--- config.mk ---
export PLATFORM = sky130hd
export DESIGN_NAME = arlt_timer
export DESIGN_NICKNAME = d
export VERILOG_FILES = /design/src/arlt_pkg.sv /design/src/arlt_div.sv /design/src/arlt_timer.sv
export SDC_FILE = /design/constraint.sdc
export NUM_CORES = 1
export LEC_CHECK = 0
export BUFFER_PORTS_ARGS = -buffer_cell sky130_fd_sc_hd__clkbuf_2
export CAP_MARGIN = 20
export CORE_MARGIN = 8
export CORE_UTILIZATION = 30
export DETAILED_ROUTE_END_ITERATION = 8
export PLACE_DENSITY_LB_ADDON = 0.25
export REMOVE_ABC_BUFFERS = 1
export SKIP_LAST_GASP = 1
export SLEW_MARGIN = 15
export SYNTH_ARGS = -nofsm -noshare
export SYNTH_HDL_FRONTEND = slang
export SYNTH_HIERARCHICAL = 1
export SYNTH_SLANG_ARGS = --single-unit
--- constraint.sdc ---
create_clock -name clk -period 3.76 [get_ports clk]
set_clock_uncertainty 0.1 [all_clocks]
set_input_delay 0.188 -clock clk [delete_from_list [all_inputs] [get_ports clk]]
set_output_delay 0.188 -clock clk [all_outputs]
set_load 0.01 [all_outputs]
--- src/arlt_pkg.sv ---
// Shared constants of the auto-reload timer: register map, field layout, reset values, dividers.
// Assumes a 32-bit AXI4-Lite register bus with byte addresses.
`default_nettype none
package arlt_pkg;
    // Register byte offsets
    localparam logic [7:0] OFS_TIMER_CTRL = 8'h00;
    localparam logic [7:0] OFS_CLOCK_CTRL = 8'h04;
    localparam logic [7:0] OFS_RELOAD_LOW = 8'h08;
    localparam logic [7:0] OFS_RELOAD_HIGH = 8'h0C;
    localparam logic [7:0] OFS_COUNT_LOW = 8'h10;
    localparam logic [7:0] OFS_COUNT_HIGH = 8'h14;
    localparam logic [7:0] OFS_IRQ_EN = 8'h18;
    localparam logic [7:0] OFS_STATUS = 8'h1C;

    // timer_ctrl_reg fields
    localparam int CTL_HIGH_OVF = 7;
    localparam int CTL_LOW_OVF = 6;
    localparam int CTL_LOW_IRQ_EN = 5;
    localparam int CTL_CAPTURE_EN = 4;
    localparam int CTL_SPLIT = 3;
    localparam int CTL_RUN = 2;
    localparam int CTL_ALT_HI = 1;
    localparam int CTL_ALT_LO = 0;

    // clock_ctrl_reg fields
    localparam int CKC_LOW_FAST = 0;
    localparam int CKC_HIGH_FAST = 1;

    // irq enable and status fields
    localparam int IRQ_TIMER_EN = 0;
    localparam int STS_SYNC_PEND = 0;
    localparam int STS_WAKE = 1;

    // Alternate clock codes
    localparam logic [1:0] ALT_SYS_DIV12 = 2'h0;
    localparam logic [1:0] ALT_EXT_DIV8 = 2'h1;
    localparam logic [1:0] ALT_RESERVED = 2'h2;
    localparam logic [1:0] ALT_LFO = 2'h3;

    // Reset value and all-ones wrap compare values
    localparam logic [7:0] RST_BYTE = 8'h00;
    localparam logic [7:0] BYTE_ALL_ONES = 8'hFF;
    localparam logic [15:0] WORD_ALL_ONES = 16'hFFFF;

    // Dividers and timing counts
    localparam int DIV_SYS = 12;
    localparam int DIV_SLOW = 8;
    localparam logic [1:0] SYNC_TICKS = 2'h3;

    // AXI responses
    localparam logic [1:0] RESP_OKAY = 2'h0;
    localparam logic [1:0] RESP_SLVERR = 2'h2;
endpackage : arlt_pkg
`default_nettype wire

--- src/arlt_div.sv ---
// Event divider: emits one tick for every DIV input events.
// Assumes ev is a one-cycle pulse synchronous to clk.
`default_nettype none
module arlt_div #(
    parameter int DIV = 8
) (
    input wire logic clk, // system clock
    input wire logic srst, // synchronous reset, active high
    input wire logic ev, // input event pulse
    output logic tick // one pulse per DIV events
);
    localparam int CW = $clog2(DIV);
    localparam logic [CW-1:0] LAST = CW'(DIV - 1);

    logic [CW-1:0] cnt_q;
    logic [CW-1:0] cnt_d;
    logic wrap;

    assign wrap = ev && (cnt_q == LAST);
    assign cnt_d = wrap ? '0 : (ev ? cnt_q + CW'(1) : cnt_q);
    assign tick = wrap;

    always_ff @(posedge clk) begin
        if (srst) begin
            cnt_q <= '0;
        end else begin
            cnt_q <= cnt_d;
        end
    end
endmodule : arlt_div
`default_nettype wire

--- src/arlt_timer.sv ---
// 16-bit / dual 8-bit auto-reload timer with oscillator capture, AXI4-Lite register slave.
// Assumes ext_clk, lfo_clk, suspend and lfo_div_one are synchronous to clk.
//
// Contract
// RULE1 - 16-bit count, split bit selects dual 8-bit
// RULE2 - 16-bit rollover reloads count, sets high flag
// RULE3 - Timer irq enable requests irq on overflow
// RULE4 - Low-byte enable adds low wrap interrupts
// RULE5 - Split: each byte reloads from own reload
// RULE6 - Split: run bit gates only high byte
// RULE7 - Per-byte fast select else alternate clock code
// RULE8 - Split: each byte wrap sets own flag
// RULE9 - Split irq: high always, low when enabled
// RULE10 - Flags cleared only by software writes
// RULE11 - Slow sources synchronised except in suspend
// RULE12 - Count in suspend; overflow wakes device
// RULE13 - Sync pending flag for three ticks after wake
// RULE14 - Oscillator source counts only with divider one
// RULE15 - Capture copies count to reload, sets flag
// RULE16 - Software avoids split and slow clock capturing
// RULE17 - Run bit gates counting, whole 16 bits
// RULE18 - Low flag set on every low wrap
// RULE19 - Reserved alternate code gives no clock
// RULE20 - Software count write beats increment
//
// The implementer's own choices: the address map and the AXI4-Lite slave port.
`default_nettype none
module arlt_timer
    import arlt_pkg::*;
#(
    parameter int ADDR_W = 8
) (
    input wire logic clk, // system clock, 200 MHz
    input wire logic srst, // synchronous reset, active high
    input wire logic [ADDR_W-1:0] s_axi_awaddr, // write address
    input wire logic s_axi_awvalid, // write address valid
    output logic s_axi_awready, // write address ready
    input wire logic [31:0] s_axi_wdata, // write data
    input wire logic [3:0] s_axi_wstrb, // write byte strobes
    input wire logic s_axi_wvalid, // write data valid
    output logic s_axi_wready, // write data ready
    output logic [1:0] s_axi_bresp, // write response
    output logic s_axi_bvalid, // write response valid
    input wire logic s_axi_bready, // write response ready
    input wire logic [ADDR_W-1:0] s_axi_araddr, // read address
    input wire logic s_axi_arvalid, // read address valid
    output logic s_axi_arready, // read address ready
    output logic [31:0] s_axi_rdata, // read data
    output logic [1:0] s_axi_rresp, // read response
    output logic s_axi_rvalid, // read data valid
    input wire logic s_axi_rready, // read data ready
    input wire logic ext_clk, // external oscillator level
    input wire logic lfo_clk, // low-frequency oscillator level
    input wire logic lfo_div_one, // oscillator divider is set to one
    input wire logic suspend, // device is in suspend
    output logic irq_req, // timer interrupt request, level
    output logic wake_req // wake request from overflow in suspend
);
    logic [7:0] ctrl_q;
    logic [7:0] ctrl_d;
    logic [1:0] clkc_q;
    logic irq_en_q;
    logic [7:0] rl_l_q;
    logic [7:0] rl_h_q;
    logic [7:0] rl_l_d;
    logic [7:0] rl_h_d;
    logic [7:0] cnt_l_q;
    logic [7:0] cnt_h_q;
    logic [7:0] cnt_l_d;
    logic [7:0] cnt_h_d;
    logic [2:0] ext_sync_q;
    logic [2:0] lfo_sync_q;
    logic ext_raw_q;
    logic lfo_raw_q;
    logic suspend_q;
    logic wake_q;
    logic pend_q;
    logic [1:0] pend_cnt_q;
    logic bvalid_q;
    logic [1:0] bresp_q;
    logic rvalid_q;
    logic [1:0] rresp_q;
    logic [31:0] rdata_q;

    // Slow clock edges: synchronised normally, direct path while suspended
    wire ext_edge_sync = ext_sync_q[1] & ~ext_sync_q[2];
    wire ext_edge_raw = ext_clk & ~ext_raw_q;
    wire ext_ev = suspend ? ext_edge_raw : ext_edge_sync; // see RULE11
    wire lfo_rise_sync = lfo_sync_q[1] & ~lfo_sync_q[2];
    wire lfo_rise_raw = lfo_clk & ~lfo_raw_q;
    wire lfo_fall_sync = ~lfo_sync_q[1] & lfo_sync_q[2];
    wire lfo_fall_raw = ~lfo_clk & lfo_raw_q;
    wire lfo_ev = suspend ? lfo_rise_raw : lfo_rise_sync; // see RULE11
    wire lfo_fall = suspend ? lfo_fall_raw : lfo_fall_sync;
    // The oscillator path is dead unless its own divider is one
    wire lfo_ev_ok = lfo_ev & lfo_div_one; // see RULE14

    logic sys12_tick;
    logic ext8_tick;
    logic lfo8_tick;

    arlt_div #(.DIV(DIV_SYS)) u_div_sys (
        .clk(clk),
        .srst(srst),
        .ev(1'b1),
        .tick(sys12_tick)
    );
    arlt_div #(.DIV(DIV_SLOW)) u_div_ext (
        .clk(clk),
        .srst(srst),
        .ev(ext_ev),
        .tick(ext8_tick)
    );
    arlt_div #(.DIV(DIV_SLOW)) u_div_lfo (
        .clk(clk),
        .srst(srst),
        .ev(lfo_ev_ok),
        .tick(lfo8_tick)
    );

    wire [1:0] alt_sel = ctrl_q[CTL_ALT_HI:CTL_ALT_LO];
    wire split = ctrl_q[CTL_SPLIT]; // see RULE1
    wire run = ctrl_q[CTL_RUN];
    wire low_irq_en = ctrl_q[CTL_LOW_IRQ_EN];
    wire cap_en = ctrl_q[CTL_CAPTURE_EN];
    wire alt_tick = (alt_sel == ALT_SYS_DIV12) ? sys12_tick :
                    (alt_sel == ALT_EXT_DIV8) ? ext8_tick :
                    (alt_sel == ALT_LFO) ? lfo8_tick : 1'b0; // see RULE7, RULE19
    wire tick_l = clkc_q[CKC_LOW_FAST] ? 1'b1 : alt_tick; // see RULE7
    wire tick_h = clkc_q[CKC_HIGH_FAST] ? 1'b1 : alt_tick; // see RULE7

    // In 16-bit mode the low-byte clock drives the whole count
    wire inc_l = split ? tick_l : (run & tick_l); // see RULE6, RULE17
    wire inc_h = run & tick_h; // see RULE6
    wire [15:0] cnt16 = {cnt_h_q, cnt_l_q};
    wire [15:0] rl16 = {rl_h_q, rl_l_q};
    wire [15:0] cnt16_inc = cnt16 + 16'h0001;
    wire full_wrap = ~split & inc_l & (cnt16 == WORD_ALL_ONES); // see RULE2
    wire low_wrap = inc_l & (cnt_l_q == BYTE_ALL_ONES); // see RULE18
    wire high_wrap_split = split & inc_h & (cnt_h_q == BYTE_ALL_ONES); // see RULE8
    wire high_wrap = full_wrap | high_wrap_split;
    wire capture = cap_en & lfo_fall; // see RULE15

    // Register bus decode
    wire wr_go = s_axi_awvalid & s_axi_wvalid & ~bvalid_q;
    wire rd_go = s_axi_arvalid & ~rvalid_q;
    wire wr_lane = s_axi_wstrb[0];
    wire [7:0] wbyte = s_axi_wdata[7:0];
    wire [7:0] waddr = 8'(s_axi_awaddr);
    wire [7:0] raddr = 8'(s_axi_araddr);
    wire wr_ctrl = wr_go & wr_lane & (waddr == OFS_TIMER_CTRL);
    wire wr_clkc = wr_go & wr_lane & (waddr == OFS_CLOCK_CTRL);
    wire wr_rl_l = wr_go & wr_lane & (waddr == OFS_RELOAD_LOW);
    wire wr_rl_h = wr_go & wr_lane & (waddr == OFS_RELOAD_HIGH);
    wire wr_cnt_l = wr_go & wr_lane & (waddr == OFS_COUNT_LOW);
    wire wr_cnt_h = wr_go & wr_lane & (waddr == OFS_COUNT_HIGH);
    wire wr_irq = wr_go & wr_lane & (waddr == OFS_IRQ_EN);
    wire wr_hit = (waddr == OFS_TIMER_CTRL) || (waddr == OFS_CLOCK_CTRL) ||
                  (waddr == OFS_RELOAD_LOW) || (waddr == OFS_RELOAD_HIGH) ||
                  (waddr == OFS_COUNT_LOW) || (waddr == OFS_COUNT_HIGH) ||
                  (waddr == OFS_IRQ_EN) || (waddr == OFS_STATUS);
    wire wr_addr_ok = wr_hit && (s_axi_awaddr == ADDR_W'(waddr));

    logic [31:0] rd_val;
    logic rd_ok;
    always_comb begin
        rd_val = 32'h0000_0000;
        rd_ok = (s_axi_araddr == ADDR_W'(raddr));
        if (raddr == OFS_TIMER_CTRL) begin
            rd_val[7:0] = ctrl_q;
        end else if (raddr == OFS_CLOCK_CTRL) begin
            rd_val[1:0] = clkc_q;
        end else if (raddr == OFS_RELOAD_LOW) begin
            rd_val[7:0] = rl_l_q;
        end else if (raddr == OFS_RELOAD_HIGH) begin
            rd_val[7:0] = rl_h_q;
        end else if (raddr == OFS_COUNT_LOW) begin
            rd_val[7:0] = cnt_l_q;
        end else if (raddr == OFS_COUNT_HIGH) begin
            rd_val[7:0] = cnt_h_q;
        end else if (raddr == OFS_IRQ_EN) begin
            rd_val[IRQ_TIMER_EN] = irq_en_q;
        end else if (raddr == OFS_STATUS) begin
            rd_val[STS_SYNC_PEND] = pend_q;
            rd_val[STS_WAKE] = wake_q;
        end else begin
            rd_ok = 1'b0;
        end
    end

    // Flags: software write first, hardware set on top so a coincident event survives
    always_comb begin
        ctrl_d = wr_ctrl ? wbyte : ctrl_q; // see RULE10
        ctrl_d[CTL_HIGH_OVF] = ctrl_d[CTL_HIGH_OVF] | high_wrap | capture; // see RULE2, RULE8
        ctrl_d[CTL_LOW_OVF] = ctrl_d[CTL_LOW_OVF] | low_wrap; // see RULE18, RULE8
    end

    // Count next value; a software byte write overrides the increment of that byte
    always_comb begin
        cnt_l_d = cnt_l_q;
        cnt_h_d = cnt_h_q;
        if (!split) begin
            if (inc_l) begin
                {cnt_h_d, cnt_l_d} = full_wrap ? rl16 : cnt16_inc; // see RULE2
            end
        end else begin
            if (inc_l) begin
                cnt_l_d = low_wrap ? rl_l_q : cnt_l_q + 8'h01; // see RULE5
            end
            if (inc_h) begin
                cnt_h_d = high_wrap_split ? rl_h_q : cnt_h_q + 8'h01; // see RULE5
            end
        end
        if (wr_cnt_l) begin
            cnt_l_d = wbyte; // see RULE20
        end
        if (wr_cnt_h) begin
            cnt_h_d = wbyte; // see RULE20
        end
    end

    // Capture is a hardware event and outranks a software reload write
    assign rl_l_d = capture ? cnt_l_q : (wr_rl_l ? wbyte : rl_l_q); // see RULE15
    assign rl_h_d = capture ? cnt_h_q : (wr_rl_h ? wbyte : rl_h_q); // see RULE15

    // Suspend exit bookkeeping
    wire susp_exit = suspend_q & ~suspend;
    wire pend_set = susp_exit & ~wake_q; // see RULE13
    wire pend_done = pend_q & tick_l & (pend_cnt_q == SYNC_TICKS - 2'h1);

    always_ff @(posedge clk) begin
        if (srst) begin
            ctrl_q <= RST_BYTE;
            clkc_q <= 2'h0;
            irq_en_q <= 1'b0;
            rl_l_q <= RST_BYTE;
            rl_h_q <= RST_BYTE;
            cnt_l_q <= RST_BYTE;
            cnt_h_q <= RST_BYTE;
        end else begin
            ctrl_q <= ctrl_d;
            clkc_q <= wr_clkc ? wbyte[1:0] : clkc_q;
            irq_en_q <= wr_irq ? wbyte[IRQ_TIMER_EN] : irq_en_q;
            rl_l_q <= rl_l_d;
            rl_h_q <= rl_h_d;
            cnt_l_q <= cnt_l_d;
            cnt_h_q <= cnt_h_d;
        end
    end

    always_ff @(posedge clk) begin
        if (srst) begin
            ext_sync_q <= 3'h0;
            lfo_sync_q <= 3'h0;
            ext_raw_q <= 1'b0;
            lfo_raw_q <= 1'b0;
        end else begin
            ext_sync_q <= {ext_sync_q[1:0], ext_clk}; // see RULE11
            lfo_sync_q <= {lfo_sync_q[1:0], lfo_clk}; // see RULE11
            ext_raw_q <= ext_clk;
            lfo_raw_q <= lfo_clk;
        end
    end

    // Wake is held through suspend; it also tells the exit whether the timer caused it
    always_ff @(posedge clk) begin
        if (srst) begin
            suspend_q <= 1'b0;
            wake_q <= 1'b0;
            pend_q <= 1'b0;
            pend_cnt_q <= 2'h0;
        end else begin
            suspend_q <= suspend;
            wake_q <= suspend & (wake_q | high_wrap); // see RULE12
            if (pend_set) begin
                pend_q <= 1'b1; // see RULE13
                pend_cnt_q <= 2'h0;
            end else if (pend_done) begin
                pend_q <= 1'b0;
                pend_cnt_q <= 2'h0;
            end else if (pend_q && tick_l) begin
                pend_cnt_q <= pend_cnt_q + 2'h1;
            end
        end
    end

    always_ff @(posedge clk) begin
        if (srst) begin
            bvalid_q <= 1'b0;
            bresp_q <= RESP_OKAY;
        end else if (wr_go) begin
            bvalid_q <= 1'b1;
            bresp_q <= wr_addr_ok ? RESP_OKAY : RESP_SLVERR;
        end else if (s_axi_bready) begin
            bvalid_q <= 1'b0;
        end
    end

    always_ff @(posedge clk) begin
        if (srst) begin
            rvalid_q <= 1'b0;
            rresp_q <= RESP_OKAY;
            rdata_q <= 32'h0000_0000;
        end else if (rd_go) begin
            rvalid_q <= 1'b1;
            rresp_q <= rd_ok ? RESP_OKAY : RESP_SLVERR;
            rdata_q <= rd_ok ? rd_val : 32'h0000_0000;
        end else if (s_axi_rready) begin
            rvalid_q <= 1'b0;
        end
    end

    assign s_axi_awready = wr_go;
    assign s_axi_wready = wr_go;
    assign s_axi_bvalid = bvalid_q;
    assign s_axi_bresp = bresp_q;
    assign s_axi_arready = ~rvalid_q;
    assign s_axi_rvalid = rvalid_q;
    assign s_axi_rresp = rresp_q;
    assign s_axi_rdata = rdata_q;

    // Software finds the cause by reading both flags
    assign irq_req = irq_en_q & (ctrl_q[CTL_HIGH_OVF] |
                     (low_irq_en & ctrl_q[CTL_LOW_OVF])); // see RULE3, RULE4, RULE9
    assign wake_req = wake_q; // see RULE12
endmodule : arlt_timer
`default_nettype wire

==> metrics.txt, run 1 <==
Cell Area, Synth roughly 4700 um2; I/O pin count 106; max_slew headroom 0.289; placed cell count approximately 800; placed inst area around 5000 um2; unrepaired setup endpoints after global routing false; TNS Setup 0 ns; Clock Latency Late Sink approximately 0.34 ns; fraction of the yosys area taken by sequential cells 0.324; final WL 13,700 um; register area between 1500 and 2000 um2; Seq cells post-synth 76; fin crit period around 3 ns; status finished clean; global-route wire length before repair approximately 22,000 um; Synth cell types between 70 and 80; Total GRT Usage 0.139; Synth area leader dfxtp_1; DP Worst Slack approximately 0.75 ns; Power per Cell Area about 330 nW/um2; CTS tree built; FF-to-FF path depth 9; First-pass DRT Iterations 5; Row Count between 40 and 50; Req. time, crit path 3.89 ns; die area about 20,000 um2; CTS sink cnt 76; critical path capture point type flip-flop; DR vias about 4,300; Via density 5.27; initial antenna violation count 0; Iteration-0 DRC Markers around 310; # diodes 0; Worst-path clk slew about 0.060 ns; Pins Over Slew Limit 0; input/output buffers between 50 and 60; critical path class flip-flop to flip-flop; largest net degree at the start of global routing 41; Layout area overhead 13.4%; Startpoint Class flip-flop; final instance area 5330 um2; leakage approximately 2 nW; Die W approximately 140 um; Post-route DRC 0; H-tree levels 3; max_cap viols 0; synth top area cells dfxtp_1 (32%), mux2i_1 (8.5%), nor2_1 (4.7%), buf_4 (4.3%), a211oi_1 (3.2%); Final WS setup around 0.76 ns; CORE AREA about 15,000 um2; ys async rst share 0; hold-critical path depth 3; number of CTS-inserted buffers 9; Setup violations, final 0; Worst Path Arrival 3.12 ns; Multi-input gate area roughly 2800 um2; GPL Wtd Cong between 0.8 and 0.9; final core utilization 0.349; final hold vios 0; Slew @ Worst Pin 1.06 ns; Worst Hold Slack between 0.03 and 0.04 ns; Fill cells approximately 1,600; hpwl dp slightly above 10,000 um; Die H ~140 um; Yosys Warn Count 6; Cell Count, Final, Fillers Out slightly above 800; nets around 670; Wirelength per Cell ~17 um; post-synth top area share 0.324; Post-synth EDFFs 0; root buf cell clkbuf_16; share of layout cells above drive strength 1 0.162; gr ovfl total 0; Overall Power roughly 1.8 mW; Post-CTS Repair Setup Buffers 0; maximum VDD drop 0.000185 V; Post-synth top flop dfxtp_1; Post-Synthesis Cells around 550; Mapped Avg Cell Area 8.48 um2; Max clock buf depth 2; ANT nets after route 0; Max Freq 334 MHz; fin crit share 0.797; Hold WC Path Type primary input to flip-flop; biggest fanout along the worst timing path 9; vias in the first global route approximately 4,200; Initial Util 0.308
cells in the final DEF (no fill, tap or decap), drive strengths merged, types with 6 or more instances in the layout:
cell / synthesis / layout
nor2b: 8 / 8
and3: 6 / 6
ha: 8 / 8
nor2: 62 / 62
a211oi: 23 / 23
a211o: 7 / 7
or3: 9 / 9
clkbuf: 26 / 65
buf: 37 / 10
xor2: 7 / 7
nand3b: 9 / 9
nand2b: 12 / 12
conb: 2 / 31
a22oi: 10 / 10
mux2i: 40 / 40
and2: 6 / 6
o21ai: 9 / 9
xnor2: 9 / 9
nor3: 20 / 20
dfxtp: 76 / 76
nand4: 9 / 9
nand3: 15 / 15
a21oi: 31 / 31
inv: 11 / 11
nand2: 36 / 36
cell type report:
| cell class | count | area share |
|---|---|---|
| clock buffer | 13 | 0.0507 |
| clock inverter | 1 | 0.00141 |
| inverter | 11 | 0.00775 |
| multi-input combinational | 432 | 0.533 |
| sequential | 76 | 0.286 |
| tap | 211 | 0.0496 |
| timing repair buffer | 65 | 0.0724 |
worst max-delay path, stage by stage, from the launching register on:
cell and delay, ns:
dfxtp_1 0.37, ha_1 0.18, nand2_1 0.09, nor3b_1 0.22
nor3b_1 0.45, a211o_2 0.28, o21a_1 0.36, a41oi_1 0.26
or2_2 0.34, a41o_1 0.23
layer usage:
metal / global-route usage / share of wire / vias up
met1: 0.178 / 0.44 / 2054
met2: 0.225 / 0.48 / 160
li1: - / - / 2036
met4: 0.0543 / 0.017 / 0
met3: 0.0284 / 0.069 / 16
met5: 0 / 0 / -
synth_stat cells (9+ instances only):
| cell | count |
|---|---|
| dfxtp_1 | 76 |
| nor2_1 | 59 |
| mux2i_1 | 40 |
| nand2_1 | 36 |
| a21oi_1 | 29 |
| buf_4 | 27 |
| clkbuf_1 | 21 |
| a211oi_1 | 20 |
| nor3_1 | 19 |
| nand3_1 | 15 |
| nand2b_1 | 12 |
| inv_1 | 11 |
| a22oi_1 | 10 |
| nand4_1 | 9 |
| o21ai_0 | 9 |
| or3_1 | 9 |
| xnor2_1 | 9 |
registers in the layout, indices dropped and copies added (netlist names):
register         cells
cnt_h_q              8
cnt_l_q              8
ctrl_q               8
rl_h_q               8
rl_l_q               8
s_axi_rdata          8
u_div_sys/cnt_q      4
ext_sync_q           3
lfo_sync_q           3
u_div_ext/cnt_q      3
u_div_lfo/cnt_q      3
clkc_q               2
pend_cnt_q           2
irq_en_q             1
pend_q               1
s_axi_bresp          1
s_axi_bvalid         1
s_axi_rresp          1
s_axi_rvalid         1
suspend_q            1
wake_req             1
worst paths after layout:
check,start,end,slack (ns)
worst min-delay path,s_axi_arvalid,s_axi_rvalid$_SDFFE_PP0P_,0.04
worst max-delay path,u_div_sys/cnt_q[0]$_SDFFE_PP0P_,cnt_h_q[3]$_SDFFE_PP0P_,0.76
worst max register to register,u_div_sys/cnt_q[0]$_SDFFE_PP0P_,cnt_h_q[3]$_SDFFE_PP0P_,0.76
worst min register to register,ext_sync_q[1]$_SDFF_PP0_,ext_sync_q[2]$_SDFF_PP0_,0.35
report_power, final:
part	leakage, nW	total [mW]	internal [mW]	switching (mW)
clock network	0.134	0.817	0.494	0.323
logic	1.28	0.135	0.0476	0.0878
registers	0.615	0.825	0.817	0.00817
total	2.03	1.78	1.36	0.419
cell families after synthesis:
family                   count (synthesis)  synth area share
AO/OA/AOI/OAI                          123             0.192
adder cells (fa/ha/maj)                  8            0.0213
multiplexers                            44            0.0973
flip-flops                              76             0.324
buffers and inverters                   75            0.0951
other                                    2           0.00160
XOR/XNOR                                16            0.0298
AND/OR/NAND/NOR                        210             0.239
timing repair:
action,in CTS,in global routing
endpoints found under the setup margin,0,0
hold buffers,3,0
gates resized for setup,0,0
endpoints found under the hold margin,3,0
Power figures use the tool's default switching activity.
==> inputs of run 2 (changes only) <==
Settings changed: ABC_AREA from default to 1.
Clock period 3.76 ns to 2.75 ns, I/O delays scaled along.
==> run 2 against run 1 <==
Effect of this change: die area grew 3.8%; synthesized cell count grew 32%; combinational power grew 39%; design area grew 6.7%; largest cell class unchanged; final cell count grew 26%; register-to-register slack lost 0.49 ns; global-route usage grew 1.3 points; clock power grew 54%; non-clock buffer count shrank 2; setup slack lost 0.62 ns; count of clock-buffer cells in the layout shrank 3.
==> metrics.txt, run 2 <==
Yosys Warn Count 6 (unchanged); final core utilization 0.356 (+0.00738); root buf cell clkbuf_16; ANT nets after route 0 (unchanged); Cell Area, Synth 4900 um2 (+4.3%); final WL 15,000 um (+10%); Max clock buf depth 2 (unchanged); global-route wire length before repair 24,200 um (+9.0%); critical path class primary input to flip-flop; share of layout cells above drive strength 1 0.164 (+0.00154); Hold WC Path Type primary input to flip-flop; largest net degree at the start of global routing 49 (+20%); number of CTS-inserted buffers 9 (unchanged); Startpoint Class primary input; Max Freq 384 MHz; Initial Util 0.307 (-0.000497); Power per Cell Area 452 nW/um2 (+36%); max_cap viols 0 (unchanged); H-tree levels 3 (unchanged); DP Worst Slack 0.302 ns (-0.453 ns); Iteration-0 DRC Markers 348 (+12%); Final WS setup 0.146 ns (-0.619 ns); met2 GRT Util 0.227 (+0.00197); most frequent cell after synthesis nand2_1; nets 866 (+30%); CTS tree built; CORE AREA 15,900 um2 (+4.5%); Wirelength per Cell 14.8 um (-12%); fin crit share 0.947; max_slew headroom 0.486 (+0.197); vias in the first global route 4,533 (+8.5%); DR vias 4,740 (+11%); unrepaired setup endpoints after global routing true; fin crit period between 2 and 3 ns; final hold vios 0 (unchanged); status finished clean; die area 20,700 um2 (+3.8%); Post-Synthesis Cells 732 (+32%); Post-synth EDFFs 0 (unchanged); Total GRT Usage 0.152 (+0.0127); busiest layer in global routing met2; most common cell after layout, fill and taps aside nand2_1; First-pass DRT Iterations 5 (unchanged); hpwl dp 11,700 um (+14%); Pins Over Slew Limit 0 (unchanged); gr ovfl total 0 (unchanged); final instance area 5680 um2 (+6.7%); Synth area leader dfxtp_1; input/output buffers 52 (unchanged); # diodes 0 (unchanged); Seq cells post-synth 76 (unchanged); fraction of the yosys area taken by sequential cells 0.311 (-0.0134); commonest cells in the netlist nand2_1 (167), inv_1 (98), dfxtp_1 (76); I/O pin count 106 (unchanged); GR Layer Usage met1 0.206 (+0.0279); Post-synth top flop dfxtp_1; Cell Count, Final, Fillers Out 1,016 (+26%); synth top area cells dfxtp_1 (31%), nand2_1 (13%), inv_1 (7.5%), a21oi_1 (6.4%), nor2_1 (4.8%); Synth cell types 47 (-34%); Overall Power 2.57 mW (+45%); Die H 144 um (+1.9%); placed inst area 5310 um2 (+5.8%); biggest fanout along the worst timing path 6 (-3); Req. time, crit path 2.93 ns (-0.96 ns); Worst Path Arrival 2.79 ns (-0.33 ns); commonest non-fill, non-tap cells in the layout nand2_1 (167), inv_1 (98), dfxtp_1 (76); Worst-path clk slew 0.06 ns (about the same); Via density 4.67 (-12%); Setup violations, final 0 (unchanged); GPL Wtd Cong 0.916 (+7.2%); ys async rst share 0 (unchanged); Die W 144 um (+1.9%); CTS sink cnt 76 (unchanged); Row Count 46 (+2.2%); Post-CTS Repair Setup Buffers 0 (unchanged); initial antenna violation count 0 (unchanged); critical path capture point type flip-flop; GR Util met3 0.0292 (+0.000838); maximum VDD drop 0.000318 V (+72%); Clock Latency Late Sink 0.35 ns (about the same); leakage 2.50 nW (+23%); Mapped Avg Cell Area 6.69 um2 (-21%); placed cell count 994 (+26%); Slew @ Worst Pin 0.770 ns (-0.289 ns); Post-route DRC 0 (unchanged); post-synth top area share 0.311 (-0.0134); Layout area overhead 16.0%
run 2: cell types whose count changed after synthesis, sizes merged, moves of 22 or more:
cell / before / now
a21oi: 31 / 70
mux2i: 40 / 0
o21ai: 9 / 37
a211oi: 23 / 1
inv: 11 / 109
nand3: 15 / 48
nand2: 36 / 178
run 2: power breakdown:
| part | leakage [nW] | internal [mW] | switching (mW) | total, mW |
|---|---|---|---|---|
| sequential | 0.615 | 1.12 | 0.00962 | 1.13 |
| combinational | 1.74 | 0.0614 | 0.126 | 0.187 |
| clock | 0.151 | 0.737 | 0.519 | 1.26 |
| total | 2.50 | 1.92 | 0.654 | 2.57 |
run 2: cell type report:
class | count | area, um2
fill | 1761 | 10300
multi-input combinational | 534 | 2810
sequential | 76 | 1520
inverter | 111 | 418
timing repair buffer | 63 | 358
tap | 216 | 270
clock buffer | 10 | 239
clock inverter | 6 | 71.3
run 2: timing repair:
action | in CTS | in global routing
resized for setup | 0 | 1
setup endpoints to repair | 0 | 7
hold buffers | 6 | 0
endpoints found under the hold margin | 5 | 0
run 2: logic make-up after synthesis:
group           synth area share
simple gates               0.307
buf+inv                    0.140
other cells              0.00153
fa+ha+maj                 0.0204
compound gates             0.192
flops                      0.311
xor+xnor                  0.0286
run 2: layer usage:
metal / share of wire / vias up
li1: - / 2452
met3: 0.074 / 31
met4: 0.031 / 0
met2: 0.42 / 150
met1: 0.48 / 2107
met5: 0 / -
run 2: worst paths after layout:
| path | startpoint | cells after the start | endpoint | slack, ns |
|---|---|---|---|---|
| worst max-delay path | lfo_clk | 15 | cnt_h_q[0]$_SDFFE_PP0P_ | 0.15 |
| worst min-delay path | s_axi_wdata[3] | 3 | ctrl_q[3]$_SDFFE_PP0P_ | 0.01 |
| worst max register to register | lfo_sync_q[1]$_SDFF_PP0_ | 13 | cnt_h_q[0]$_SDFFE_PP0P_ | 0.27 |
| worst min register to register | ext_sync_q[1]$_SDFF_PP0_ | 2 | ext_sync_q[2]$_SDFF_PP0_ | 0.33 |
run 2: worst max-delay path: stages:
cell	delay [ns]
dlygate4sd3_1	0.53
clkbuf_2	0.12
inv_1	0.04
o21ai_0	0.12
and3_1	0.29
nand2_1	0.13
inv_1	0.10
nand3_1	0.12
nand4_1	0.17
nand3_1	0.25
o21ai_2	0.36
nand2_1	0.13
nand3b_1	0.11
nand2_1	0.07
a21oi_2	0.10
run 2: metrics by stage:
step                hold WS, ns  setup TNS [ns]
finish                  0.00983               0
global route             0.0182         -0.0303
detailed placement        0.256               0
CTS                     0.00807               0
global placement          0.250               0
floorplan                0.0999               0
==> inputs of run 3 (changes only) <==
Settings changed: REMOVE_ABC_BUFFERS 1 to default.
==> run 3 against run 2 <==
Effect of this change: count of clock-buffer cells in the layout grew 1; final cell count is the same; design area grew 0.26%; clock power grew 5%; sequential power is essentially flat; hold slack gained 0.0017 ns; routed wire length grew 3.4%; die area is the same; first-iteration DRC count grew 1.1%; sequential cell count is the same; total power grew 3.0%; critical endpoint is now cnt_l_q[2]$_SDFFE_PP0P_; largest power group unchanged.
==> metrics.txt, run 3 (synthesis gave the netlist of run 2 again) <==
status finished clean; Post-route DRC 0 (unchanged); Hold WC Path Type primary input to flip-flop; Req. time, crit path 2.92 ns (about the same); nets 866 (unchanged); Pins Over Slew Limit 0 (unchanged); final instance area 5700 um2 (+0.26%); H-tree levels 3 (unchanged); share of layout cells above drive strength 1 0.161 (-0.00250); number of CTS-inserted buffers 9 (unchanged); leakage 2.50 nW (+0.14%); Die H 144 um (unchanged); hpwl dp 11,900 um (+1.6%); ANT nets after route 0 (unchanged); Clock Latency Late Sink 0.35 ns (about the same); Power per Cell Area 464 nW/um2 (+2.7%); fin crit period 2.55 ns (-0.0493 ns); die area 20,700 um2 (unchanged); global-route wire length before repair 24,700 um (+2.1%); Buf+Inv Stages, Crit Path 5 (+1); CTS resizes 0 (unchanged); Max clock buf depth 2 (unchanged); Iteration-0 DRC Markers 352 (+1.1%); CTS tree built; highest-delay cell along the critical path dlygate4sd3_1; Worst Path Arrival 2.73 ns (-0.06 ns); root buf cell clkbuf_16; max_slew headroom 0.509 (+0.0233); TNS Setup 0 ns (unchanged); Wirelength per Cell 15.3 um (+3.4%); maximum VDD drop 0.000323 V (+1.6%); Post-CTS Repair Setup Buffers 0 (unchanged); final hold vios 0 (unchanged); # diodes 0 (unchanged); largest net degree at the start of global routing 49 (unchanged); initial antenna violation count 0 (unchanged); I/O pin count 106 (unchanged); placed inst area 5300 um2 (-0.14%); critical path class primary input to flip-flop; CTS sink cnt 76 (unchanged); Via density 4.77 (+2.3%); most common cell after layout, fill and taps aside nand2_1; DR vias 4,850 (+2.3%); fin crit share 0.929 (-0.0179); Total GRT Usage 0.155 (+0.00318); Row Count 46 (unchanged); unrepaired setup endpoints after global routing true; critical path capture point type flip-flop; biggest fanout along the worst timing path 8 (+2); commonest non-fill, non-tap cells in the layout nand2_1 (167), inv_1 (98), dfxtp_1 (76); CORE AREA 15,900 um2 (unchanged); CP top delay family simple AND/OR/NAND/NOR gates; DP Worst Slack 0.352 ns (+0.0504 ns); max incr delay on CP 0.52 ns (about the same); Layout area overhead 16.3%; max_cap viols 0 (unchanged); Setup violations, final 0 (unchanged); input/output buffers 52 (unchanged); Final WS setup 0.195 ns (+0.0493 ns); gr ovfl total 0 (unchanged); Startpoint Class primary input; final WL 15,600 um (+3.4%); Die W 144 um (unchanged); vias in the first global route 4,627 (+2.1%); GPL Wtd Cong 0.948 (+3.5%); First-pass DRT Iterations 8 (+3); crit-path cells dlygate4sd3_1 > clkbuf_2 > inv_1 > o21ai_0 > and3_1 > nand2_1 > inv_1 > nand3_1 > nand3_1 > nor2_1 > nor2_2 > inv_2 > a21oi_4 > o21a_1 > o21ai_0 > a21oi_1; Initial Util 0.307 (unchanged); Worst-path clk slew 0.06 ns (about the same); Max Freq 391 MHz (+1.9%); Slew @ Worst Pin 0.735 ns (-0.0349 ns)
-- run 3: cell types whose count changed in the layout (fill, tap and decap cells not counted), sizes merged --
| cell | previous run | this run |
|---|---|---|
| buf | 5 | 4 |
| dlygate4sd3 | 6 | 7 |
| inv | 111 | 109 |
| bufinv | 1 | 2 |
| clkbuf | 62 | 63 |
-- run 3: power breakdown --
| group | internal (mW) | switching (mW) | leakage (nW) |
|---|---|---|---|
| Clock | 0.823 | 0.501 | 0.156 |
| Combinational | 0.0625 | 0.132 | 1.73 |
| Sequential | 1.12 | 0.0100 | 0.615 |
| Total | 2.00 | 0.643 | 2.50 |
-- run 3: path summary, 6_finish.rpt --
kind                          endpoint                      from  depth (start not counted)  slack [ns]
min          s_axi_rvalid$_SDFFE_PP0P_              s_axi_rready                          3        0.01
min reg2reg   ext_sync_q[1]$_SDFF_PP0_  ext_sync_q[0]$_SDFF_PP0_                          2        0.33
max reg2reg    cnt_l_q[2]$_SDFFE_PP0P_  lfo_sync_q[1]$_SDFF_PP0_                         14        0.31
max            cnt_l_q[2]$_SDFFE_PP0P_                   lfo_clk                         16        0.20
-- run 3: worst min-delay path: cells and delay by family --
kind | cells | cell delay, ns
buffers and inverters | 1 | 0.08
AND/OR/NAND/NOR | 1 | 0.09
AO/OA/AOI/OAI | 1 | 0.12
-- run 3: final cells by class --
type	instances	area, um2
Fill cell	1772	10200
Multi-Input combinational cell	534	2800
Sequential cell	76	1520
Inverter	111	418
Timing Repair Buffer	63	360
Tap cell	216	270
Clock buffer	11	243
Clock inverter	5	85.1
-- run 3: timing repair --
item | in CTS | in global routing
endpoints found under the setup margin | 0 | 1
hold buffers | 7 | 0
hold endpoints to repair | 6 | 0
-- run 3: routing by layer --
layer  vias to the layer above  wire length (um)  global-route usage
met3                        29               870              0.0345
met4                         0               336              0.0498
met2                       142              7390               0.260
met1                      2236              6960               0.193
met5                         -                 0                   0
li1                       2443                 -                   -
-- run 3: metrics by stage --
step,power (mW),util,hold slack (ns),cells
5_1_grt,2.74,0.357,0.0270,1016
4_1_cts,2.68,0.357,0.00143,1016
6_report,2.65,0.357,0.0115,1016
3_3_place_gp,1.34,0.332,0.249,993
2_1_floorplan,1.29,-,0.144,761
3_5_place_dp,1.34,0.332,0.252,993
